[src/acs_consts.svh]
// constants for the clock output and sysref control block
`ifndef ACS_CONSTS_SVH
`define ACS_CONSTS_SVH
`define ACS_OFF_CTRL 12'h000
`define ACS_OFF_AUX 12'h004
`define ACS_OFF_CMOS 12'h008
`define ACS_OFF_SYSREF 12'h00c
`define ACS_OFF_POS 12'h010
`define ACS_OFF_STATUS 12'h014
`define ACS_CTRL_RST 32'h0000_0001
`define ACS_AUX_RST 32'h0000_0000
`define ACS_CMOS_RST 32'h0000_0000
`define ACS_SYSREF_RST 32'h0000_0000
`define ACS_AUX_EN_BIT 0
`define ACS_AUX_MODE_LSB 1
`define ACS_AUX_DIV_LSB 4
`define ACS_CMOS_C_LSB 0
`define ACS_CMOS_D_LSB 2
`define ACS_CMOS_OVR_BIT 4
`define ACS_CMOS_OR_BIT 5
`define ACS_SEL_CHANGE_GAP 4'h3
`define ACS_SYSREF_TAPS 24
`endif

[src/acs_pkg.sv]
// types for the clock output and sysref control block
package acs_pkg;
   typedef enum logic [1:0] {
      ACS_SEL_OFF = 2'h0,
      ACS_SEL_REF = 2'h1,
      ACS_SEL_DIV2 = 2'h2,
      ACS_SEL_DIV4 = 2'h3
   } acs_sel_t;
   typedef enum logic [2:0] {
      ACS_AUX_TIME = 3'h3,
      ACS_AUX_SERDES = 3'h1
   } acs_aux_mode_t;
   typedef enum logic [1:0] {
      ACS_GS_RUN = 2'b00,
      ACS_GS_GATE = 2'b01,
      ACS_GS_LOAD = 2'b11
   } acs_gate_st_t;
endpackage

[src/acs_glitch_gate.sv]
// safe reselection of a clock output: gate low, wait, then load
`timescale 1ns/100ps
`include "acs_consts.svh"
module acs_glitch_gate #(
   parameter int W = 3
) (
   // clock and reset
   input wire logic pclk,
   input wire logic presetn,
   // requested and applied setting
   input wire logic [W-1:0] want,
   output logic [W-1:0] applied,
   output logic gate_open
);
   import acs_pkg::*;
   acs_gate_st_t st_q, st_d;
   logic [W-1:0] app_q, app_d;
   logic [3:0] cnt_q, cnt_d;
   always_comb begin
      st_d = st_q;
      app_d = app_q;
      cnt_d = cnt_q;
      case (st_q)
         ACS_GS_RUN: begin
            if (want != app_q) begin
               st_d = ACS_GS_GATE;
               cnt_d = `ACS_SEL_CHANGE_GAP;
            end
         end
         ACS_GS_GATE: begin
            if (cnt_q == 4'h0) begin
               st_d = ACS_GS_LOAD;
               app_d = want;
            end else begin
               cnt_d = cnt_q - 4'h1;
            end
         end
         ACS_GS_LOAD: st_d = ACS_GS_RUN;
         default: st_d = ACS_GS_RUN;
      endcase
   end
   always_ff @(posedge pclk or negedge presetn) begin
      if (!presetn) begin
         st_q <= ACS_GS_RUN;
         app_q <= '0;
         cnt_q <= 4'h0;
      end else begin
         st_q <= st_d;
         app_q <= app_d;
         cnt_q <= cnt_d;
      end
   end
   assign applied = app_q;
   assign gate_open = (st_q == ACS_GS_RUN);
endmodule // acs_glitch_gate

[src/acs_div_out.sv]
// divided-clock generator: ref, ref/2, ref/4 or programmable n, from enable pulses
`timescale 1ns/100ps
module acs_div_out #(
   parameter int DW = 8
) (
   // clock and reset
   input wire logic pclk,
   input wire logic presetn,
   // reference edge pulse and divisor in half periods
   input wire logic tick,
   input wire logic en,
   input wire logic [DW-1:0] half,
   output logic clk_out
);
   logic [DW-1:0] cnt_q, cnt_d;
   logic out_q, out_d;
   always_comb begin
      cnt_d = cnt_q;
      out_d = out_q;
      if (!en) begin
         cnt_d = '0;
         out_d = 1'b0;
      end else if (tick) begin
         if (cnt_q + 1'b1 >= half) begin
            cnt_d = '0;
            out_d = ~out_q;
         end else begin
            cnt_d = cnt_q + 1'b1;
         end
      end
   end
   always_ff @(posedge pclk or negedge presetn) begin
      if (!presetn) begin
         cnt_q <= '0;
         out_q <= 1'b0;
      end else begin
         cnt_q <= cnt_d;
         out_q <= out_d;
      end
   end
   assign clk_out = out_q;
endmodule // acs_div_out

[src/acs_clock_ctrl.sv]
// clock output selection, enables and sysref capture with an apb register file
//
// The APB register port and the register offsets were left to the implementer.
`timescale 1ns/100ps
`include "acs_consts.svh"
module acs_clock_ctrl #(
   parameter bit QUAD_PART = 1'b1,
   parameter int TAPS = `ACS_SYSREF_TAPS
) (
   // apb
   input wire logic pclk,
   input wire logic presetn,
   input wire logic psel,
   input wire logic penable,
   input wire logic pwrite,
   input wire logic [11:0] paddr,
   input wire logic [31:0] pwdata,
   output logic [31:0] prdata,
   output logic pready,
   output logic pslverr,
   // device pins
   input wire logic pll_enable_pin,
   input wire logic power_down_pin,
   input wire logic ref_input_select,
   input wire logic [1:0] clock_cfg_pins,
   // reference, serdes, time mark and sysref samples
   input wire logic diff_ref_in,
   input wire logic single_ended_ref_in,
   input wire logic serdes_clk_in,
   input wire logic time_mark_in,
   input wire logic sysref_in,
   input wire logic [TAPS-1:0] sysref_taps_in,
   input wire logic overrange_c_in,
   input wire logic overrange_d_in,
   // clock outputs
   output logic ref_repeat_out,
   output logic aux_lvds_out,
   output logic cmos_out_c,
   output logic cmos_out_d,
   // captured sysref
   output logic sysref_capture
);
   import acs_pkg::*;
   // synchronisers for pins and asynchronous inputs
   localparam int NS = 9;
   logic [NS-1:0] s1_q, s2_q;
   logic [NS-1:0] async_in;
   assign async_in = {pll_enable_pin, power_down_pin, ref_input_select, clock_cfg_pins,
      diff_ref_in, single_ended_ref_in, serdes_clk_in, time_mark_in};
   always_ff @(posedge pclk or negedge presetn) begin
      if (!presetn) begin
         s1_q <= '0;
         s2_q <= '0;
      end else begin
         s1_q <= async_in;
         s2_q <= s1_q;
      end
   end
   logic pll_en, pwr_dn, ref_sel, ref_d, ref_se, serdes, tmark;
   logic [1:0] cfg;
   assign {pll_en, pwr_dn, ref_sel, cfg, ref_d, ref_se, serdes, tmark} = s2_q;
   // sysref window samples are also asynchronous
   logic [TAPS-1:0] t1_q, t2_q, pos_q, pos_d;
   logic sr1_q, sr2_q;
   // registers
   logic [31:0] ctrl_q, ctrl_d, aux_q, aux_d, cmos_q, cmos_d, srf_q, srf_d;
   logic wr, rd;
   assign wr = psel & penable & pwrite;
   assign rd = psel & penable & ~pwrite;
   assign pready = 1'b1;
   always_comb begin
      ctrl_d = ctrl_q;
      aux_d = aux_q;
      cmos_d = cmos_q;
      srf_d = srf_q;
      if (wr) begin
         case (paddr)
            `ACS_OFF_CTRL: ctrl_d = {31'h0, pwdata[0]};
            `ACS_OFF_AUX: aux_d = {20'h0, pwdata[11:0]};
            `ACS_OFF_CMOS: cmos_d = {26'h0, pwdata[5:0]};
            `ACS_OFF_SYSREF: srf_d = {27'h0, pwdata[4:0]};
            default: ctrl_d = ctrl_q;
         endcase
      end
   end
   logic unmapped;
   assign unmapped = !(paddr inside {`ACS_OFF_CTRL, `ACS_OFF_AUX, `ACS_OFF_CMOS,
      `ACS_OFF_SYSREF, `ACS_OFF_POS, `ACS_OFF_STATUS});
   assign pslverr = psel & penable & unmapped;
   logic [31:0] rdata_d, rdata_q;
   logic [3:0] status;
   always_comb begin
      rdata_d = rdata_q;
      if (psel & ~penable & ~pwrite) begin
         case (paddr)
            `ACS_OFF_CTRL: rdata_d = ctrl_q;
            `ACS_OFF_AUX: rdata_d = aux_q;
            `ACS_OFF_CMOS: rdata_d = cmos_q;
            `ACS_OFF_SYSREF: rdata_d = srf_q;
            `ACS_OFF_POS: rdata_d = 32'(pos_q);
            `ACS_OFF_STATUS: rdata_d = {28'h0, status};
            default: rdata_d = 32'h0;
         endcase
      end
   end
   always_ff @(posedge pclk or negedge presetn) begin
      if (!presetn) begin
         ctrl_q <= `ACS_CTRL_RST;
         aux_q <= `ACS_AUX_RST;
         cmos_q <= `ACS_CMOS_RST;
         srf_q <= `ACS_SYSREF_RST;
         rdata_q <= 32'h0;
      end else begin
         ctrl_q <= ctrl_d;
         aux_q <= aux_d;
         cmos_q <= cmos_d;
         srf_q <= srf_d;
         rdata_q <= rdata_d;
      end
   end
   assign prdata = rd ? rdata_q : 32'h0;
   // reference repeat
   logic ref_sig, rep_en;
   assign ref_sig = ref_sel ? ref_se : ref_d;
   assign rep_en = pll_en & ~pwr_dn & ctrl_q[0];
   // reference edge pulse drives the c and d output dividers
   logic ref_prev_q, ref_tick;
   always_ff @(posedge pclk or negedge presetn) begin
      if (!presetn) ref_prev_q <= 1'b0;
      else ref_prev_q <= ref_sig;
   end
   assign ref_tick = ref_sig ^ ref_prev_q;
   // cmos selection
   acs_sel_t c_sel, d_sel;
   logic ovr;
   assign ovr = cmos_q[`ACS_CMOS_OVR_BIT];
   always_comb begin
      if (ovr) c_sel = acs_sel_t'(cmos_q[`ACS_CMOS_C_LSB +: 2]);
      else c_sel = acs_sel_t'(cfg);
      if (ovr) d_sel = acs_sel_t'(cmos_q[`ACS_CMOS_D_LSB +: 2]);
      else d_sel = (cfg != 2'b00) ? ACS_SEL_REF : ACS_SEL_OFF;
      if (c_sel == ACS_SEL_OFF) d_sel = ACS_SEL_OFF;
   end
   // safe changes on each cmos output
   logic [2:0] c_app, d_app;
   logic c_open, d_open;
   acs_glitch_gate #(.W(3)) u_gate_c (.pclk(pclk), .presetn(presetn),
      .want({~pwr_dn, c_sel}), .applied(c_app), .gate_open(c_open));
   acs_glitch_gate #(.W(3)) u_gate_d (.pclk(pclk), .presetn(presetn),
      .want({~pwr_dn, d_sel}), .applied(d_app), .gate_open(d_open));
   function automatic logic [7:0] half_of(input logic [1:0] s);
      case (s)
         ACS_SEL_DIV2: half_of = 8'h2;
         ACS_SEL_DIV4: half_of = 8'h4;
         default: half_of = 8'h1;
      endcase
   endfunction
   logic c_div, d_div;
   acs_div_out #(.DW(8)) u_div_c (.pclk(pclk), .presetn(presetn), .tick(ref_tick),
      .en(c_open & c_app[2] & (c_app[1:0] > 2'h1)), .half(half_of(c_app[1:0])),
      .clk_out(c_div));
   acs_div_out #(.DW(8)) u_div_d (.pclk(pclk), .presetn(presetn), .tick(ref_tick),
      .en(d_open & d_app[2] & (d_app[1:0] > 2'h1)), .half(half_of(d_app[1:0])),
      .clk_out(d_div));
   // aux output: serdes divided or time mark
   logic aux_en;
   logic [2:0] aux_mode;
   logic [7:0] aux_div;
   logic [2:0] aux_app;
   logic aux_open, aux_serdes, sd_prev_q, aux_clk;
   assign aux_en = aux_q[`ACS_AUX_EN_BIT];
   assign aux_mode = aux_q[`ACS_AUX_MODE_LSB +: 3];
   assign aux_div = aux_q[`ACS_AUX_DIV_LSB +: 8];
   acs_glitch_gate #(.W(3)) u_gate_aux (.pclk(pclk), .presetn(presetn),
      .want(aux_en ? aux_mode : 3'h0), .applied(aux_app), .gate_open(aux_open));
   always_ff @(posedge pclk or negedge presetn) begin
      if (!presetn) sd_prev_q <= 1'b0;
      else sd_prev_q <= serdes;
   end
   assign aux_serdes = aux_open & (aux_app == ACS_AUX_SERDES);
   acs_div_out #(.DW(8)) u_div_aux (.pclk(pclk), .presetn(presetn),
      .tick(serdes ^ sd_prev_q), .en(aux_serdes & (aux_div != 8'h0)),
      .half(aux_div), .clk_out(aux_clk));
   // output registers
   logic rep_q, aux_o_q, c_q, d_q;
   logic rep_d, aux_o_d, c_d, d_d;
   always_comb begin
      rep_d = rep_en & ref_sig;
      aux_o_d = 1'b0;
      if (aux_open & (aux_app == ACS_AUX_TIME)) aux_o_d = tmark;
      else if (aux_serdes) aux_o_d = aux_clk;
      c_d = 1'b0;
      if (c_open & c_app[2]) begin
         case (c_app[1:0])
            ACS_SEL_REF: c_d = ref_sig;
            ACS_SEL_DIV2, ACS_SEL_DIV4: c_d = c_div;
            default: c_d = QUAD_PART & cmos_q[`ACS_CMOS_OR_BIT] & overrange_c_in;
         endcase
      end
      d_d = 1'b0;
      if (d_open & d_app[2]) begin
         case (d_app[1:0])
            ACS_SEL_REF: d_d = ref_sig;
            ACS_SEL_DIV2, ACS_SEL_DIV4: d_d = d_div;
            default: d_d = QUAD_PART & cmos_q[`ACS_CMOS_OR_BIT] & overrange_d_in;
         endcase
      end
   end
   // sysref capture on a fixed edge after selectable tap delay
   logic [15:0] tap_hist_q, tap_hist_d;
   logic cap_q, cap_d;
   always_comb begin
      tap_hist_d = {tap_hist_q[14:0], sr2_q};
      pos_d = pos_q;
      // tap that differs from the tap below it is flagged as marginal
      pos_d = t2_q ^ {t2_q[TAPS-2:0], t2_q[TAPS-1]};
      pos_d[0] = 1'b1;
      pos_d[TAPS-1] = 1'b1;
      cap_d = tap_hist_q[srf_q[3:0]];
   end
   always_ff @(posedge pclk or negedge presetn) begin
      if (!presetn) begin
         rep_q <= 1'b0;
         aux_o_q <= 1'b0;
         c_q <= 1'b0;
         d_q <= 1'b0;
         t1_q <= '0;
         t2_q <= '0;
         pos_q <= '0;
         sr1_q <= 1'b0;
         sr2_q <= 1'b0;
         tap_hist_q <= 16'h0;
         cap_q <= 1'b0;
      end else begin
         rep_q <= rep_d;
         aux_o_q <= aux_o_d;
         c_q <= c_d;
         d_q <= d_d;
         t1_q <= sysref_taps_in;
         t2_q <= t1_q;
         pos_q <= pos_d;
         sr1_q <= sysref_in;
         sr2_q <= sr1_q;
         tap_hist_q <= tap_hist_d;
         cap_q <= cap_d;
      end
   end
   assign status = {aux_open, d_open, c_open, rep_en};
   assign ref_repeat_out = rep_q;
   assign aux_lvds_out = aux_o_q;
   assign cmos_out_c = c_q;
   assign cmos_out_d = d_q;
   assign sysref_capture = cap_q;
endmodule // acs_clock_ctrl

[config.mk]
export PLATFORM = sky130hd
export DESIGN_NAME = acs_clock_ctrl
export DESIGN_NICKNAME = d
export VERILOG_FILES = /design/src/acs_pkg.sv /design/src/acs_glitch_gate.sv /design/src/acs_div_out.sv /design/src/acs_clock_ctrl.sv
export VERILOG_INCLUDE_DIRS = /design/src
export SDC_FILE = /design/constraint.sdc
export NUM_CORES = 1
export LEC_CHECK = 0
export ABC_AREA = 1
export BUFFER_PORTS_ARGS = -buffer_cell sky130_fd_sc_hd__buf_2
export CAP_MARGIN = 10
export CORE_MARGIN = 1.5
export CORE_UTILIZATION = 40
export DETAILED_ROUTE_END_ITERATION = 12
export PLACE_DENSITY = 0.6
export REMOVE_ABC_BUFFERS = 1
export SETUP_SLACK_MARGIN = 0.05
export SLEW_MARGIN = 20
export SYNTH_ARGS = -nofsm -noshare
export SYNTH_HDL_FRONTEND = slang
export SYNTH_SLANG_ARGS = --single-unit
[constraint.sdc]
create_clock -name pclk -period 3.67 [get_ports pclk]
set_clock_uncertainty 0.1 [all_clocks]
set_input_delay 0.367 -clock pclk [delete_from_list [all_inputs] [get_ports pclk]]
set_output_delay 0.367 -clock pclk [all_outputs]
set_load 0.01 [all_outputs]
==> impl_metrics.env <==
export IMPL_status="finished clean"
export IMPL_p_total_mw=6.048
export IMPL_synth_edf_count=0
export IMPL_path_buf_inv=1
export IMPL_crit_family="simple AND/OR/NAND/NOR gates"
export IMPL_die_w_um=154.6
export IMPL_num_rows=55
export IMPL_p_per_area_nw_per_um2=541.7
export IMPL_drive_above_1_share_pct=16.36
export IMPL_placedCellCount=1334
export IMPL_yosys_area_top_type="dfrtp_1"
export IMPL_yosysSeqAreaShare_pct=58.28
export IMPL_worst_slack_ps=1308
export IMPL_antenna_found_initial=0
export IMPL_period_share_pct=64.35
export IMPL_cp_max_fo=10
export IMPL_synth_area_leaders="dfrtp_1 58%, nand2_1 8.5%, inv_1 4.8%"
export IMPL_rsz0062_at_grt="false"
export IMPL_root_buffer="clkbuf_16"
export IMPL_first_global_vias=6328
export IMPL_start_kind="flop"
export IMPL_drt_iter0_drc=382
export IMPL_area_growth_syn_to_layout_pct=21.48
export IMPL_slowest_stage="dfrtp_1"
export IMPL_cts_buffer_depth=3
export IMPL_max_cap_viol_count=0
export IMPL_grtUsageTotal_pct=15.87
export IMPL_grt_start_max_net_pins=101
export IMPL_ant_nets=0
export IMPL_syn_area_per_cell_um2=9.466
export IMPL_synth_top_area_share_pct=57.99
export IMPL_topRoutingLayerUsed="met4"
export IMPL_io_pins=124
export IMPL_diodes=0
export IMPL_synthCells=971
export IMPL_core_um2=22570
export IMPL_die_area_um2=23900
export IMPL_post_place_ws_ps=1291
export IMPL_drv_slew=0
export IMPL_path_cells="ha_1, nand3_1, nand3b_1, xor2_1, inv_1, ha_1, nand2_1, nor2_1, nand4_1, nand4_2, nand2_1, nand2_1, nand2_1"
export IMPL_cts_htree_levels=1
export IMPL_initial_core_util_pct=40.72
export IMPL_synth_cell_types=39
export IMPL_vdd_drop_max_uv=304.4
export IMPL_vias_per_cell=4.632
export IMPL_met1Wirelength_um=8768
export IMPL_arrival_ps=2670
export IMPL_whs_ps=15.99
export IMPL_critPathKind="reg2reg"
export IMPL_total_leakage_power_nw=5.507
export IMPL_clkLatencyLatePin_ps=520
export IMPL_ys_warnings_count=0
export IMPL_dp_hpwl_um=12650
export IMPL_worst_slew_pin_slew_ps=596.1
export IMPL_nNetsFinal=1222
export IMPL_grt_pass1_wl_um=30800
export IMPL_wl_per_cell_um=12.87
export IMPL_setup_viol=0
export IMPL_placement_io_buffers=93
export IMPL_critPathMaxStageDelay_ps=420
export IMPL_cts_clk_slew_worst_paths_ps=60
export IMPL_fin_tns_setup_ps=0
export IMPL_cts_tree="built"
export IMPL_post_route_drc_count=0
export IMPL_vias=6559
export IMPL_min_path_type="in2reg"
export IMPL_fmax_mhz=423.4
export IMPL_dr_wl_met2_um=8464
export IMPL_synth_area_um2=9191
export IMPL_critPathCaptureType="flop"
export IMPL_dpl_cell_area_um2=9935
export IMPL_slew_headroom_pct=60.26
export IMPL_dr_pass1_iters=4
export IMPL_synth_ff_type="dfrtp_1"
export IMPL_min_period_ps=2362
export IMPL_fin_area_um2=11170
export IMPL_worstPathRequired_ps=3980
export IMPL_numCtsBuffers=24
export IMPL_clock_sinks=214
export IMPL_path_common_cell="nand2_1"
export IMPL_hold_violations=0
export IMPL_synth_async_reset_ratio_pct=100.0
export IMPL_final_cells=1416
export IMPL_met3_length_um=573
export IMPL_gp_congestion=0.7793
export IMPL_utilization_pct=49.47
export IMPL_die_height_um=154.6
export IMPL_grt_overflow=0
export IMPL_ys_ff_latch=214
export IMPL_wl_um=18230
registers in the layout, summed over array words and instances (netlist names), 5 cells and up:
name / flops
t1_q: 23
aux_q: 12
u_div_c.cnt_q: 8
cmos_q: 6
u_div_d.cnt_q: 8
t2_q: 23
pos_q: 23
srf_q: 5
tap_hist_q: 16
s2_q: 9
rdata_q: 24
s1_q: 9
u_div_aux.cnt_q: 8
cells in the mapped netlist, types with 3 or more instances:
master,number
dfrtp_1,213
nand2_1,208
inv_1,118
nor2_1,91
nand3_1,77
o21ai_0,60
xor2_1,32
ha_1,23
o21ai_1,16
a21oi_1,14
buf_4,10
nand4_1,10
clkbuf_1,9
nor2_2,9
xnor2_1,8
nand2_2,7
nor3_1,7
o211ai_1,6
o21ai_2,6
buf_2,5
nand3b_1,5
nand2_4,4
nand3_2,4
nor2_4,4
buf_6,3
inv_2,3
mux2i_1,3
layout by cell type, fill, tap and decap left out, types with 10 or more instances in the layout:
| master | count |
|---|---|
| nand4_1 | 10 |
| buf_2 | 92 |
| dlygate4sd3_1 | 39 |
| nand2_1 | 208 |
| xor2_1 | 32 |
| nand3_1 | 77 |
| o21ai_1 | 16 |
| conb_1 | 10 |
| inv_1 | 118 |
| dfrtp_1 | 213 |
| ha_1 | 23 |
| o21ai_0 | 60 |
| nor2_1 | 91 |
| a21oi_1 | 14 |
| clkbuf_16 | 24 |
layer usage:
metal	vias up	track usage, %
met5	-	0
met4	0	5.082
met3	31	2.242
met2	104	25.70
met1	3077	22.14
li1	3347	-
where the power goes:
| part | switching [mW] | total, mW | internal (mW) |
|---|---|---|---|
| clock network | 0.955 | 2.50 | 1.54 |
| registers | 0.132 | 2.69 | 2.56 |
| logic | 0.521 | 0.862 | 0.342 |
| total | 1.61 | 6.05 | 4.44 |
area by class of cell:
type                    instances  area [um^2]
fillers                      2125        11410
well taps                     285        356.6
multi-input cells             616         3241
flip-flops and latches        214         5356
clock inverters                16        198.9
inverters                     122        462.9
clock buffers                  27        641.9
repair buffers                136        908.4
final timing paths:
| check | startpoint | endpoint | depth (start not counted) | slack [ps] |
|---|---|---|---|---|
| max | u_div_aux.cnt_q[0]$_DFFE_PN0P_ | u_div_aux.clk_out$_DFFE_PN0P_ | 13 | 1310 |
| min | pwdata[10] | aux_q[10]$_DFFE_PN0P_ | 3 | 20 |
| max reg2reg | u_div_aux.cnt_q[0]$_DFFE_PN0P_ | u_div_aux.clk_out$_DFFE_PN0P_ | 13 | 1310 |
| min reg2reg | s1_q[4]$_DFF_PN0_ | s2_q[4]$_DFF_PN0_ | 0 | 250 |
| max in group asynchronous | presetn | aux_q[8]$_DFFE_PN0P_ | 3 | 2240 |
| min in group asynchronous | presetn | s1_q[6]$_DFF_PN0_ | 2 | 320 |
cells by family (layout without fill, tap and decap cells):
group,after synthesis,in the layout,share of synthesized area (%)
AO/OA/AOI/OAI,108,108,6.425
XOR/XNOR,40,40,3.812
adder cells (fa/ha/maj),23,23,3.131
buffers and inverters,149,301,6.861
flip-flops,214,214,58.28
multiplexers,3,3,0.3267
other,2,10,0.08171
AND/OR/NAND/NOR,432,432,21.09
tightest hold or removal path, stage by stage:
cell and delay, ps:
buf_2 80, nand3_1 70, nand2_1 60
repair_timing:
item                      in CTS  in global routing
hold endpoints to repair     114                  0
gates resized for setup        0                  0
hold buffers                  39                  0
setup buffers                  0                  0
Power figures use the tool's default switching activity.
